File: src/aux_bridge_pkg.sv
// package: register map, field layout and types for the aux io bridge
package aux_bridge_pkg;
    // register word offsets (byte address = index * 4)
    localparam logic [7:0] REG_CS0_A    = 8'h60;
    localparam logic [7:0] REG_CS0_B    = 8'h61;
    localparam logic [7:0] REG_CS1_A    = 8'h62;
    localparam logic [7:0] REG_CS1_B    = 8'h63;
    localparam logic [7:0] REG_CS2_A    = 8'h64;
    localparam logic [7:0] REG_CS2_B    = 8'h65;
    localparam logic [7:0] REG_CS3_A    = 8'h66;
    localparam logic [7:0] REG_CS3_B    = 8'h67;
    localparam logic [7:0] REG_MODE     = 8'hf0;
    localparam logic [7:0] REG_ARB      = 8'h02;
    localparam logic [7:0] REG_STATUS   = 8'h03;
    // low byte fields of cs1..cs3 (base bits live from bit 2 up, from bit 4 up for cs2/cs3 when mode bit 0 is set)
    localparam int         BIT_DISABLE  = 0;
    localparam int         BIT_WPROT    = 1;
    localparam int         BIT_MODE2    = 0;
    localparam int         BIT_REQ      = 0;
    localparam int         BIT_GNT      = 1;
    localparam int         BIT_MREQ     = 2;
    localparam logic [7:0] RST_BYTE     = 8'h00;
    localparam logic [31:0] UNMAPPED_RD = 32'h00000000;
    // strobe pulse length
    localparam int         STROBE_NS    = 120;
    localparam int         CLK_NS       = 10;
    localparam int         STROBE_CYC   = (STROBE_NS + CLK_NS - 1) / CLK_NS;
    // serial side command codes, upper nibble
    localparam logic [3:0] CMD_CS0      = 4'h2;
    localparam logic [3:0] CMD_CS1      = 4'h3;
    localparam logic [3:0] CMD_CS2      = 4'h4;
    localparam logic [3:0] CMD_CS3      = 4'h5;

    typedef enum logic [1:0] {OWN_NONE, OWN_HOST, OWN_SERIAL} owner_type;

    // one io request from either side
    typedef struct packed {
        logic        valid;
        logic        write;
        logic [15:0] addr;
        logic [7:0]  wdata;
    } io_req_type;

    // io answer back to a requester
    typedef struct packed {
        logic        done;
        logic        ignored;
        logic [7:0]  rdata;
    } io_rsp_type;
endpackage

File: src/aux_io_chip_select_bridge.sv
// aux io bridge: arbitration, select decode, strobes and config registers
//
// The Avalon-MM register port was decided locally.
`timescale 1ns/1ps
`default_nettype none
module aux_io_chip_select_bridge (
    input  wire logic                     i_clk,
    input  wire logic                     i_rst,
    // avalon-mm register slave
    input  wire logic [9:0]               i_avs_address,
    input  wire logic                     i_avs_read,
    input  wire logic                     i_avs_write,
    input  wire logic [31:0]              i_avs_writedata,
    input  wire logic [3:0]               i_avs_byteenable,
    output logic      [31:0]              o_avs_readdata,
    output logic                          o_avs_waitrequest,
    // host io request
    input  wire aux_bridge_pkg::io_req_type i_host_req,
    output var aux_bridge_pkg::io_rsp_type o_host_rsp,
    // serial side io request (addr[7:4] is the command code, addr[3:0] the aux address)
    input  wire aux_bridge_pkg::io_req_type i_serial_req,
    output var aux_bridge_pkg::io_rsp_type o_serial_rsp,
    // aux bus pins
    output logic                          o_aux_select_zero_n,
    output logic                          o_aux_select_one_hi,
    output logic                          o_aux_select_two_n,
    output logic                          o_aux_select_three_n,
    output logic                          o_aux_read_strobe_n,
    output logic                          o_aux_write_strobe_n,
    output logic      [3:0]               o_aux_addr_low,
    input  wire logic [7:0]               i_aux_data_bus,
    output logic      [7:0]               o_aux_data_bus,
    output logic                          o_aux_data_bus_oe_n
);
    import aux_bridge_pkg::*;

    logic [7:0]  cfg_ff [0:7];
    logic [7:0]  mode_ff;
    logic        wprot_ff;
    logic        req_ff;
    logic        mreq_ff;
    owner_type   owner_ff;
    logic [3:0]  sel_ff;
    logic        busy_ff;
    logic        serial_cyc_ff;
    logic        rd_stb_n_ff;
    logic        wr_stb_n_ff;
    logic        oe_n_ff;
    logic        wr_ff;
    logic [3:0]  addr_ff;
    logic [7:0]  wdata_ff;
    logic [7:0]  cnt_ff;
    logic [7:0]  din_s1_ff;
    logic [7:0]  din_s2_ff;
    logic        rd_pend_ff;
    logic [31:0] rdata_ff;
    io_rsp_type  host_rsp_ff;
    io_rsp_type  serial_rsp_ff;

    // base match helper shared by all four selects
    function automatic logic base_hit(input logic [15:0] a,
                                      input logic [7:0] lo,
                                      input logic [7:0] hi,
                                      input logic [15:0] mask);
        base_hit = ((a & mask) == ({hi, lo} & mask));
    endfunction

    // overlapping bases would light two selects at once; the lowest
    // numbered select wins so two parts never fight over the data bus
    function automatic logic [3:0] first_hit(input logic [3:0] hits);
        first_hit = hits & (~hits + 4'h1);
    endfunction

    // host decode: 16-bit io address against the base pairs
    logic [3:0] host_sel;
    logic [3:0] serial_sel;
    logic [15:0] hmask23;
    always_comb begin
        hmask23 = mode_ff[BIT_MODE2] ? 16'hfff0 : 16'hfffc;
        host_sel[0] = base_hit(i_host_req.addr, cfg_ff[0],
                               {4'h0, cfg_ff[1][3:0]}, 16'hffff);
        host_sel[1] = base_hit(i_host_req.addr, cfg_ff[2] & 8'hfc,
                               {4'h0, cfg_ff[3][3:0]}, 16'hfffc)
                      && !cfg_ff[2][BIT_DISABLE];
        host_sel[2] = base_hit(i_host_req.addr, cfg_ff[4], cfg_ff[5], hmask23)
                      && !cfg_ff[4][BIT_DISABLE];
        host_sel[3] = base_hit(i_host_req.addr, cfg_ff[6], cfg_ff[7], hmask23)
                      && !cfg_ff[6][BIT_DISABLE];
    end

    // serial decode: command code upper nibble picks the select
    always_comb begin
        serial_sel[0] = i_serial_req.addr[7:4] == CMD_CS0;
        serial_sel[1] = (i_serial_req.addr[7:4] == CMD_CS1)
                        && !cfg_ff[2][BIT_DISABLE];
        serial_sel[2] = (i_serial_req.addr[7:4] == CMD_CS2)
                        && !cfg_ff[4][BIT_DISABLE];
        serial_sel[3] = (i_serial_req.addr[7:4] == CMD_CS3)
                        && !cfg_ff[6][BIT_DISABLE];
    end

    // register bus: one wait state on reads, writes land at once
    logic [7:0] reg_idx;
    logic       cfg_hit;
    logic [2:0] cfg_i;
    assign reg_idx = i_avs_address[9:2];
    assign cfg_hit = (reg_idx >= REG_CS0_A) && (reg_idx <= REG_CS3_B);
    assign cfg_i   = 3'(reg_idx - REG_CS0_A);
    assign o_avs_waitrequest = i_avs_read && !rd_pend_ff;
    assign o_avs_readdata    = rdata_ff;

    // read path: latch data in the wait cycle
    always_ff @(posedge i_clk) begin
        if (i_rst) begin
            rd_pend_ff <= 1'b0;
            rdata_ff   <= UNMAPPED_RD;
        end else begin
            rd_pend_ff <= i_avs_read && !rd_pend_ff;
            if (i_avs_read && !rd_pend_ff) begin
                if (cfg_hit) begin
                    rdata_ff <= {24'h0, cfg_ff[cfg_i]};
                end else if (reg_idx == REG_MODE) begin
                    rdata_ff <= {24'h0, mode_ff};
                end else if (reg_idx == REG_ARB) begin
                    rdata_ff <= {29'h0, mreq_ff,
                                 owner_ff == OWN_SERIAL, req_ff};
                end else if (reg_idx == REG_STATUS) begin
                    rdata_ff <= {27'h0, wprot_ff, sel_ff != 4'h0,
                                 busy_ff, owner_ff};
                end else begin
                    rdata_ff <= UNMAPPED_RD;
                end
            end
        end
    end

    // config registers; protect bit only sets, cleared by reset alone
    logic wr_lo;
    assign wr_lo = i_avs_write && i_avs_byteenable[0];
    always_ff @(posedge i_clk) begin
        if (i_rst) begin
            for (int k = 0; k < 8; k++) begin
                cfg_ff[k] <= RST_BYTE;
            end
            mode_ff  <= RST_BYTE;
            wprot_ff <= 1'b0;
            req_ff   <= 1'b0;
            mreq_ff  <= 1'b0;
        end else if (wr_lo) begin
            if (cfg_hit && (cfg_i < 3'd2 || !wprot_ff)) begin
                cfg_ff[cfg_i] <= i_avs_writedata[7:0];
            end
            if (cfg_hit && cfg_i >= 3'd2 && !cfg_i[0]
                && i_avs_writedata[BIT_WPROT]) begin
                wprot_ff <= 1'b1;
            end
            if (reg_idx == REG_MODE) begin
                mode_ff <= i_avs_writedata[7:0];
            end
            if (reg_idx == REG_ARB) begin
                req_ff  <= i_avs_writedata[BIT_REQ];
                mreq_ff <= i_avs_writedata[BIT_MREQ];
            end
        end
    end

    // arbiter: first come wins, but a priority request takes the grant from the host; host wins a tie unless priority request
    // limitation: a host request that decodes nowhere keeps the grant
    logic serial_want;
    assign serial_want = req_ff || mreq_ff;
    always_ff @(posedge i_clk) begin
        if (i_rst) begin
            owner_ff <= OWN_NONE;
        end else begin
            case (owner_ff)
                OWN_NONE: begin
                    if (mreq_ff) begin
                        owner_ff <= OWN_SERIAL;
                    end else if (i_host_req.valid) begin
                        owner_ff <= OWN_HOST;
                    end else if (serial_want) begin
                        owner_ff <= OWN_SERIAL;
                    end
                end
                OWN_HOST: begin
                    if (mreq_ff) begin
                        owner_ff <= OWN_SERIAL;
                    end else if (!busy_ff && !i_host_req.valid) begin
                        owner_ff <= OWN_NONE;
                    end
                end
                OWN_SERIAL: begin
                    if (!serial_want && !busy_ff) begin
                        owner_ff <= OWN_NONE;
                    end
                end
                default: owner_ff <= OWN_NONE;
            endcase
        end
    end

    // a requester holds valid until it has seen done, so the done cycle
    // must not launch the same transfer a second time
    logic       host_hold;
    logic       serial_hold;
    logic [3:0] host_pick;
    logic       go_wr;
    assign host_hold   = host_rsp_ff.done;
    assign serial_hold = serial_rsp_ff.done;
    assign host_pick   = first_hit(host_sel);

    // cycle engine: latch the granted request and time the strobe
    logic host_go;
    logic serial_go;
    logic abort;
    assign host_go   = owner_ff == OWN_HOST && !mreq_ff && i_host_req.valid
                       && !busy_ff && !host_hold
                       && host_sel != 4'h0;
    assign serial_go = owner_ff == OWN_SERIAL && i_serial_req.valid
                       && !busy_ff && !serial_hold
                       && serial_sel != 4'h0;
    assign abort     = busy_ff && mreq_ff && !serial_cyc_ff;
    assign go_wr     = serial_go ? i_serial_req.write : i_host_req.write;
    always_ff @(posedge i_clk) begin
        if (i_rst) begin
            busy_ff       <= 1'b0;
            serial_cyc_ff <= 1'b0;
            sel_ff        <= 4'h0;
            wr_ff         <= 1'b0;
            addr_ff       <= 4'h0;
            wdata_ff      <= 8'h00;
            cnt_ff        <= 8'h00;
        end else if (abort) begin
            busy_ff <= 1'b0;
            sel_ff  <= 4'h0;
        end else if (host_go || serial_go) begin
            busy_ff       <= 1'b1;
            serial_cyc_ff <= serial_go;
            sel_ff        <= serial_go ? serial_sel : host_pick;
            wr_ff         <= serial_go ? i_serial_req.write
                                       : i_host_req.write;
            addr_ff       <= serial_go ? i_serial_req.addr[3:0]
                                       : i_host_req.addr[3:0];
            wdata_ff      <= serial_go ? i_serial_req.wdata
                                       : i_host_req.wdata;
            cnt_ff        <= 8'(STROBE_CYC);
        end else if (busy_ff) begin
            if (cnt_ff == 8'h01) begin
                busy_ff <= 1'b0;
                sel_ff  <= 4'h0;
            end
            cnt_ff <= cnt_ff - 8'h01;
        end
    end

    // strobes and drive enable straight from flops: gating busy with the
    // direction flop could glitch the wrong strobe when both flip at once
    always_ff @(posedge i_clk) begin
        if (i_rst) begin
            rd_stb_n_ff <= 1'b1;
            wr_stb_n_ff <= 1'b1;
            oe_n_ff     <= 1'b1;
        end else if (abort || (busy_ff && cnt_ff == 8'h01)) begin
            rd_stb_n_ff <= 1'b1;
            wr_stb_n_ff <= 1'b1;
            oe_n_ff     <= 1'b1;
        end else if (host_go || serial_go) begin
            rd_stb_n_ff <= go_wr;
            wr_stb_n_ff <= !go_wr;
            oe_n_ff     <= !go_wr;
        end
    end

    // read data pins pass two flops before use
    always_ff @(posedge i_clk) begin
        if (i_rst) begin
            din_s1_ff <= 8'h00;
            din_s2_ff <= 8'h00;
        end else begin
            din_s1_ff <= i_aux_data_bus;
            din_s2_ff <= din_s1_ff;
        end
    end

    // answers: done at strobe end; non-owner or no match is ignored
    logic finish;
    assign finish = busy_ff && !abort && cnt_ff == 8'h01;
    always_ff @(posedge i_clk) begin
        if (i_rst) begin
            host_rsp_ff   <= '0;
            serial_rsp_ff <= '0;
        end else begin
            host_rsp_ff.done      <= finish && !serial_cyc_ff;
            host_rsp_ff.ignored   <= (i_host_req.valid && !busy_ff
                                      && !host_go && !host_hold)
                                     || abort;
            serial_rsp_ff.done    <= finish && serial_cyc_ff;
            serial_rsp_ff.ignored <= i_serial_req.valid && !busy_ff
                                     && !serial_go && !serial_hold;
            if (finish && !wr_ff) begin
                host_rsp_ff.rdata   <= din_s2_ff;
                serial_rsp_ff.rdata <= din_s2_ff;
            end
        end
    end
    assign o_host_rsp   = host_rsp_ff;
    assign o_serial_rsp = serial_rsp_ff;

    // pin drive; select one is the only active-high select
    assign o_aux_select_zero_n  = !sel_ff[0];
    assign o_aux_select_one_hi  =  sel_ff[1];
    assign o_aux_select_two_n   = !sel_ff[2];
    assign o_aux_select_three_n = !sel_ff[3];
    assign o_aux_read_strobe_n  = rd_stb_n_ff;
    assign o_aux_write_strobe_n = wr_stb_n_ff;
    assign o_aux_addr_low       = addr_ff;
    assign o_aux_data_bus       = wdata_ff;
    assign o_aux_data_bus_oe_n  = oe_n_ff;
endmodule
`default_nettype wire

File: config.mk
export PLATFORM = sky130hd
export DESIGN_NAME = aux_io_chip_select_bridge
export DESIGN_NICKNAME = d
export VERILOG_FILES = /design/src/aux_bridge_pkg.sv /design/src/aux_io_chip_select_bridge.sv
export SDC_FILE = /design/constraint.sdc
export NUM_CORES = 1
export LEC_CHECK = 0
export BUFFER_PORTS_ARGS = -buffer_cell sky130_fd_sc_hd__buf_2
export CAP_MARGIN = 20
export CORE_ASPECT_RATIO = 1.75
export CORE_MARGIN = 4
export CORE_UTILIZATION = 50
export CTS_BUF_LIST = sky130_fd_sc_hd__clkbuf_2
export CTS_CLUSTER_DIAMETER = 200
export DETAILED_ROUTE_END_ITERATION = 10
export PLACE_DENSITY = 0.86
export SLEW_MARGIN = 30
export SYNTH_ARGS = -nofsm -noshare
export SYNTH_HDL_FRONTEND = slang
export SYNTH_SLANG_ARGS = --single-unit
export TNS_END_PERCENT = 5
File: constraint.sdc
create_clock -name i_clk -period 6.1 [get_ports i_clk]
set_input_delay 0.305 -clock i_clk [delete_from_list [all_inputs] [get_ports i_clk]]
set_output_delay 0.305 -clock i_clk [all_outputs]
set_load 0.02 [all_outputs]
## After elaboration in Yosys (flattened, before gate mapping)

Memory sizes are Yosys's and may differ from the RTL's.
Index checks and enable logic that the tools add are counted.

- Add/subtract/negate cells: 3
- Multiplexer cells: 33
- Bitwise gates (word level): 6
- Reductions and logical operators: 80
- Eq/ne operators: 17
- $lt $le $gt $ge: 4

Operators by type and width:

| kind | number |
|---|---|
| AND 16 bit | 3 |
| 2-to-1 mux 8 bit | 6 |
| logical AND 1 bit | 38 |
| == test 16 bit | 2 |
| 2-to-1 mux 4 bit | 6 |
| logical NOT 1 bit | 21 |
| == test 16 x 12 -> 1 bit | 1 |
| == test 8 x 2 -> 1 bit (second input constant) | 2 |
| == test 14 x 10 -> 1 bit | 1 |
| 2-to-1 mux 2 bit | 6 |
| AND reduction 2 bit | 6 |
| nonzero test 4 bit | 3 |
| 2-to-1 mux 1 bit | 11 |
| 2-to-1 mux 5 bit | 2 |
| == test 4 x 2 -> 1 bit (second input constant) | 2 |
| == test 4 x 3 -> 1 bit (second input constant) | 2 |
| == test 8 x 1 -> 1 bit (second input constant) | 1 |
| == test 8 bit (second input constant) | 1 |
| greater-or-equal comparator 8 x 7 -> 1 bit (second input constant) | 1 |
| less-or-equal comparator 8 x 7 -> 1 bit (second input constant) | 1 |
| OR reduction 8 bit | 1 |
| subtractor 8 x 1 -> 8 bit (second input constant) | 1 |
| case mux 2 bit (3 select lines) | 1 |
| logical OR 1 bit | 5 |
| 17 further kinds | 19 |

- Logic and storage cells: 167
- Memory bits (writable): 64
- Input bits: 110
- Memories: 1
- Bits in registers: 103

Memories:

| name | words | width | read ports | clocked after memory_dff | write ports | line | RTL |
|---|---|---|---|---|---|---|---|
| cfg_ff | 8 | 8 | 9 | 0 | 8 | aux_io_chip_select_bridge.sv:37 | `logic [7:0] cfg_ff [0:7];` |

## Logic depth before layout (Yosys ltp)

- Depth after elaboration: 10
- Gate-level depth with buffers: 10
- Depth with buffers taken out: 7

## Worst setup path before layout

Ideal clock, no wire load.

- Path kind: input to register
- From: input i_avs_address[4]
- To: memory cfg_ff[7][0] (enable)
- Path slack: 3707 ps
- Cell stages on the path: 7
- Arrival time: 2084 ps
- Setup time: 309 ps
- Cell sequence: clkbuf_1 -> or2_1 -> clkbuf_1 -> a2111oi_0 -> nand2_1 -> nor2_1 -> or2_2

RTL lines:

| what | line | RTL |
|---|---|---|
| start: declaration | aux_io_chip_select_bridge.sv:10 | `input wire logic [9:0] i_avs_address,` |
| end: declaration | aux_io_chip_select_bridge.sv:37 |  |

==> flow_summary.toml <==
[clock_tree]
htreeDepth = 4
hold_buffers = 52
path_clk_slew_ns = 0.24
clock_path_buffers = 2
worstSkewPairLatency_ns = 0.70
cts_resized = 0
postCtsSetupBuffers = 0
cts_tree = "yes"
cts-buffers-inserted = 17
clkSinkCount = 143
root_buffer = "clkbuf_2"

[synth]
synth_edf_count = 64
ys_dominant_reg_cell = "dfxtp_1"
syn_inst = 689
synth_warnings = 0
yosysSeqAreaShare = 0.495
synth-seq-cells = 143
yosysUniqueCellTypes = 57
syn_area_um2 = 7080
syn_area_per_cell_um2 = 10.3
async_flop_share = 0

[critical_path]
cp-end-kind = "flop"
path_buf_inv = 2
critical_path.max_stage_delay_ns = 0.59
crit_required_ns = 6.76
path_class = "reg -> reg"
path_cells = "xor2_1 > nor4_1 > nand3_1 > a21bo_2 > o21ai_2 > buf_4 > mux2i_1 > a211oi_1 > dlygate4sd3_1"
crit_fanout = 12
cp_data_arrival_time_ns = 3.66
cpMaxStageDelayCell = "dlygate4sd3_1"
path_delay_family = "buffers and inverters"
worstSetupStartpointType = "flop"

[floorplan]
fp-row-count = 57
ios = 182
core-area_um2 = 13900
die_area_um2 = 16200
die_w_um = 97.9
start_util = 0.509
fp.dieH_um = 165

[timing]
hold_ws_ns = 0.0380
setup_ws_ns = 3.10
skew_ns = 0.0306
slew_headroom = 0.554
slew_violations = 0
hold_violations = 0
period_share = 0.492
rsz0062_at_grt = "no"
setup_viol_count_final = 0
worst_pin_slew_ns = 0.652
finalSetupTns_ns = 0
fin_crit_ns = 3.00
fmax_ghz = 0.333

[global_routing]
grt_antenna_before_repair = 1
grt_pass1_vias = 5604
grt_max_degree = 56
grt-ovfl-total = 0
grt_pass1_wl_mm = 29.7
grt.total_usage = 0.242

[placement]
port_buffers = 120
post-dp-hpwl_mm = 14.0
preCtsSetupSlack_ns = 3.00
gp_congestion = 0.912

[power]
p_leak_nw = 3.58
powerDensity_nw_per_um2 = 212
vdd_drop_max_mv = 0.0907

[detailed_routing]
via_per_inst = 5.50
vias = 5665
drtIter0Drc = 432
route.detailed.drc = 0
detail-route-antenna-nets = 0
wl_per_cell_um = 18.8
firstDrtPassIters = 8
wirelength_mm = 19.4

[layout]
nNetsFinal = 951
drive_gt1_frac = 0.210
syn2layout_area_growth_pct = 17.8

[job]
maxCapViolations = 0

[hold_path]
min_path_type = "in -> reg"

[outcome]
status = "complete, no violations"
-- metal layers --
layer / wire length, µm / track usage / share of wire
met2: 10200 / 0.437 / 0.53
met1: 6680 / 0.251 / 0.34
met3: 1060 / 0.0462 / 0.055
met5: 0 / 0 / 0
met4: 1410 / 0.167 / 0.073
-- registers in the layout, summed over array words and instances, names as in the netlist, 2 cells and up --
register / cells
cfg_ff: 64
o_aux_data_bus: 8
din_s1_ff: 8
o_serial_rsp: 9
owner_ff: 2
mode_ff: 8
cnt_ff: 8
sel_ff: 4
din_s2_ff: 8
o_avs_readdata: 8
o_aux_addr_low: 4
-- where the power goes --
group	switching, mW	total (mW)	internal (mW)
combinational	0.122	0.206	0.0839
clock	0.387	0.507	0.120
sequential	0.0211	1.05	1.03
-- worst register-to-register path, delay by kind of cell (launching register included) --
family,cells,cell delay (ns)
simple gates,2,0.55
buf+inv,2,0.85
compound gates,3,0.68
mux,1,0.14
flops,1,0.54
xor+xnor,1,0.19
-- Yosys cell counts, drive strengths merged (3+ instances only) --
library cell	count	area, µm²
mux2i	45	450
nor3	20	100
nor2b	19	119
o22ai	4	25.0
or3	5	31.3
a221oi	4	35.0
nor4	12	96.3
or4	4	33.8
mux4	4	90.1
nor2	70	263
dfxtp	79	1580
o32ai	4	35.0
nand3b	3	22.5
o21ai	12	63.8
and2	66	413
mux2	3	33.8
nand2b	7	43.8
a21oi	26	130
clkbuf	23	86.3
buf	44	323
xnor2	32	280
a211oi	13	97.6
nand2	31	116
edfxtp	64	1920
nand4	6	37.5
inv	12	45.0
or2	10	62.6
xor2	25	219
a22oi	5	37.5
nand3	11	55.1
a311oi	3	26.3
-- area by class of cell --
type                       instances  area (µm²)
timing repair buffer             175        1140
tap                              177         221
clock buffer                      17        85.1
multi-input combinational        490        3220
fill                            1196        5570
inverter                          12        45.0
clock inverter                    15         123
sequential                       143        3500
antenna                            1        2.50
-- cells in the final DEF, fill, tap and decap left out, types with 4 or more instances in the layout --
master	Yosys	final
a22oi_1	5	5
nand2b_1	7	7
nor4_1	10	10
nand4_1	6	6
mux2i_1	45	45
nor2b_1	19	19
inv_1	12	12
conb_1	1	24
a221oi_1	4	4
dfxtp_1	79	79
nor3_1	20	19
a21oi_1	26	26
inv_6	0	6
or2_2	9	9
nor2_1	70	70
o22ai_1	4	4
dlygate4sd3_1	0	52
a211oi_1	13	13
xnor2_1	32	32
xor2_1	25	25
or3_1	5	5
edfxtp_1	64	64
clkbuf_2	0	17
nand3_1	11	11
o32ai_1	4	4
mux4_2	4	4
and2_1	66	66
buf_2	3	120
o21ai_0	9	9
nand2_1	31	31
-- cells by family after synthesis --
family / Yosys count / synth area share
and+or+nand+nor: 272 / 0.207
DFF: 143 / 0.495
muxes: 52 / 0.0811
buffers and inverters: 79 / 0.0642
other: 1 / 0.000530
AOI/OAI and AO/OA: 83 / 0.0785
xor gates and xnor gates: 57 / 0.0705
adders and majority gates: 2 / 0.00353
-- per-stage QoR --
| step | total power [mW] | instance area (µm²) | util | std cells |
|---|---|---|---|---|
| CTS | 1.77 | 8330 | 0.599 | 1029 |
| global placement | 1.25 | 7600 | 0.547 | 945 |
| finish | 1.77 | 8340 | 0.600 | 1030 |
| global route | 1.84 | 8340 | 0.600 | 1030 |
| floorplan | 1.19 | 7170 | - | 712 |
| detailed placement | 1.25 | 7600 | 0.547 | 945 |
-- path summary, 6_finish.rpt --
check,slack [ns],from,depth (start not counted),endpoint
worst max-delay path,3.10,cfg_ff[2][6]$_SDFFCE_PN0P_,9,o_aux_addr_low[3]$_SDFFE_PP0P_
worst min-delay path,0.04,i_avs_address[9],4,o_avs_readdata[5]$_SDFFE_PP0P_
worst max register to register,3.10,cfg_ff[2][6]$_SDFFCE_PN0P_,9,o_aux_addr_low[3]$_SDFFE_PP0P_
worst min register to register,0.45,din_s1_ff[6]$_SDFF_PP0_,1,din_s2_ff[6]$_SDFF_PP0_
(Power assumes the default switching activity.)
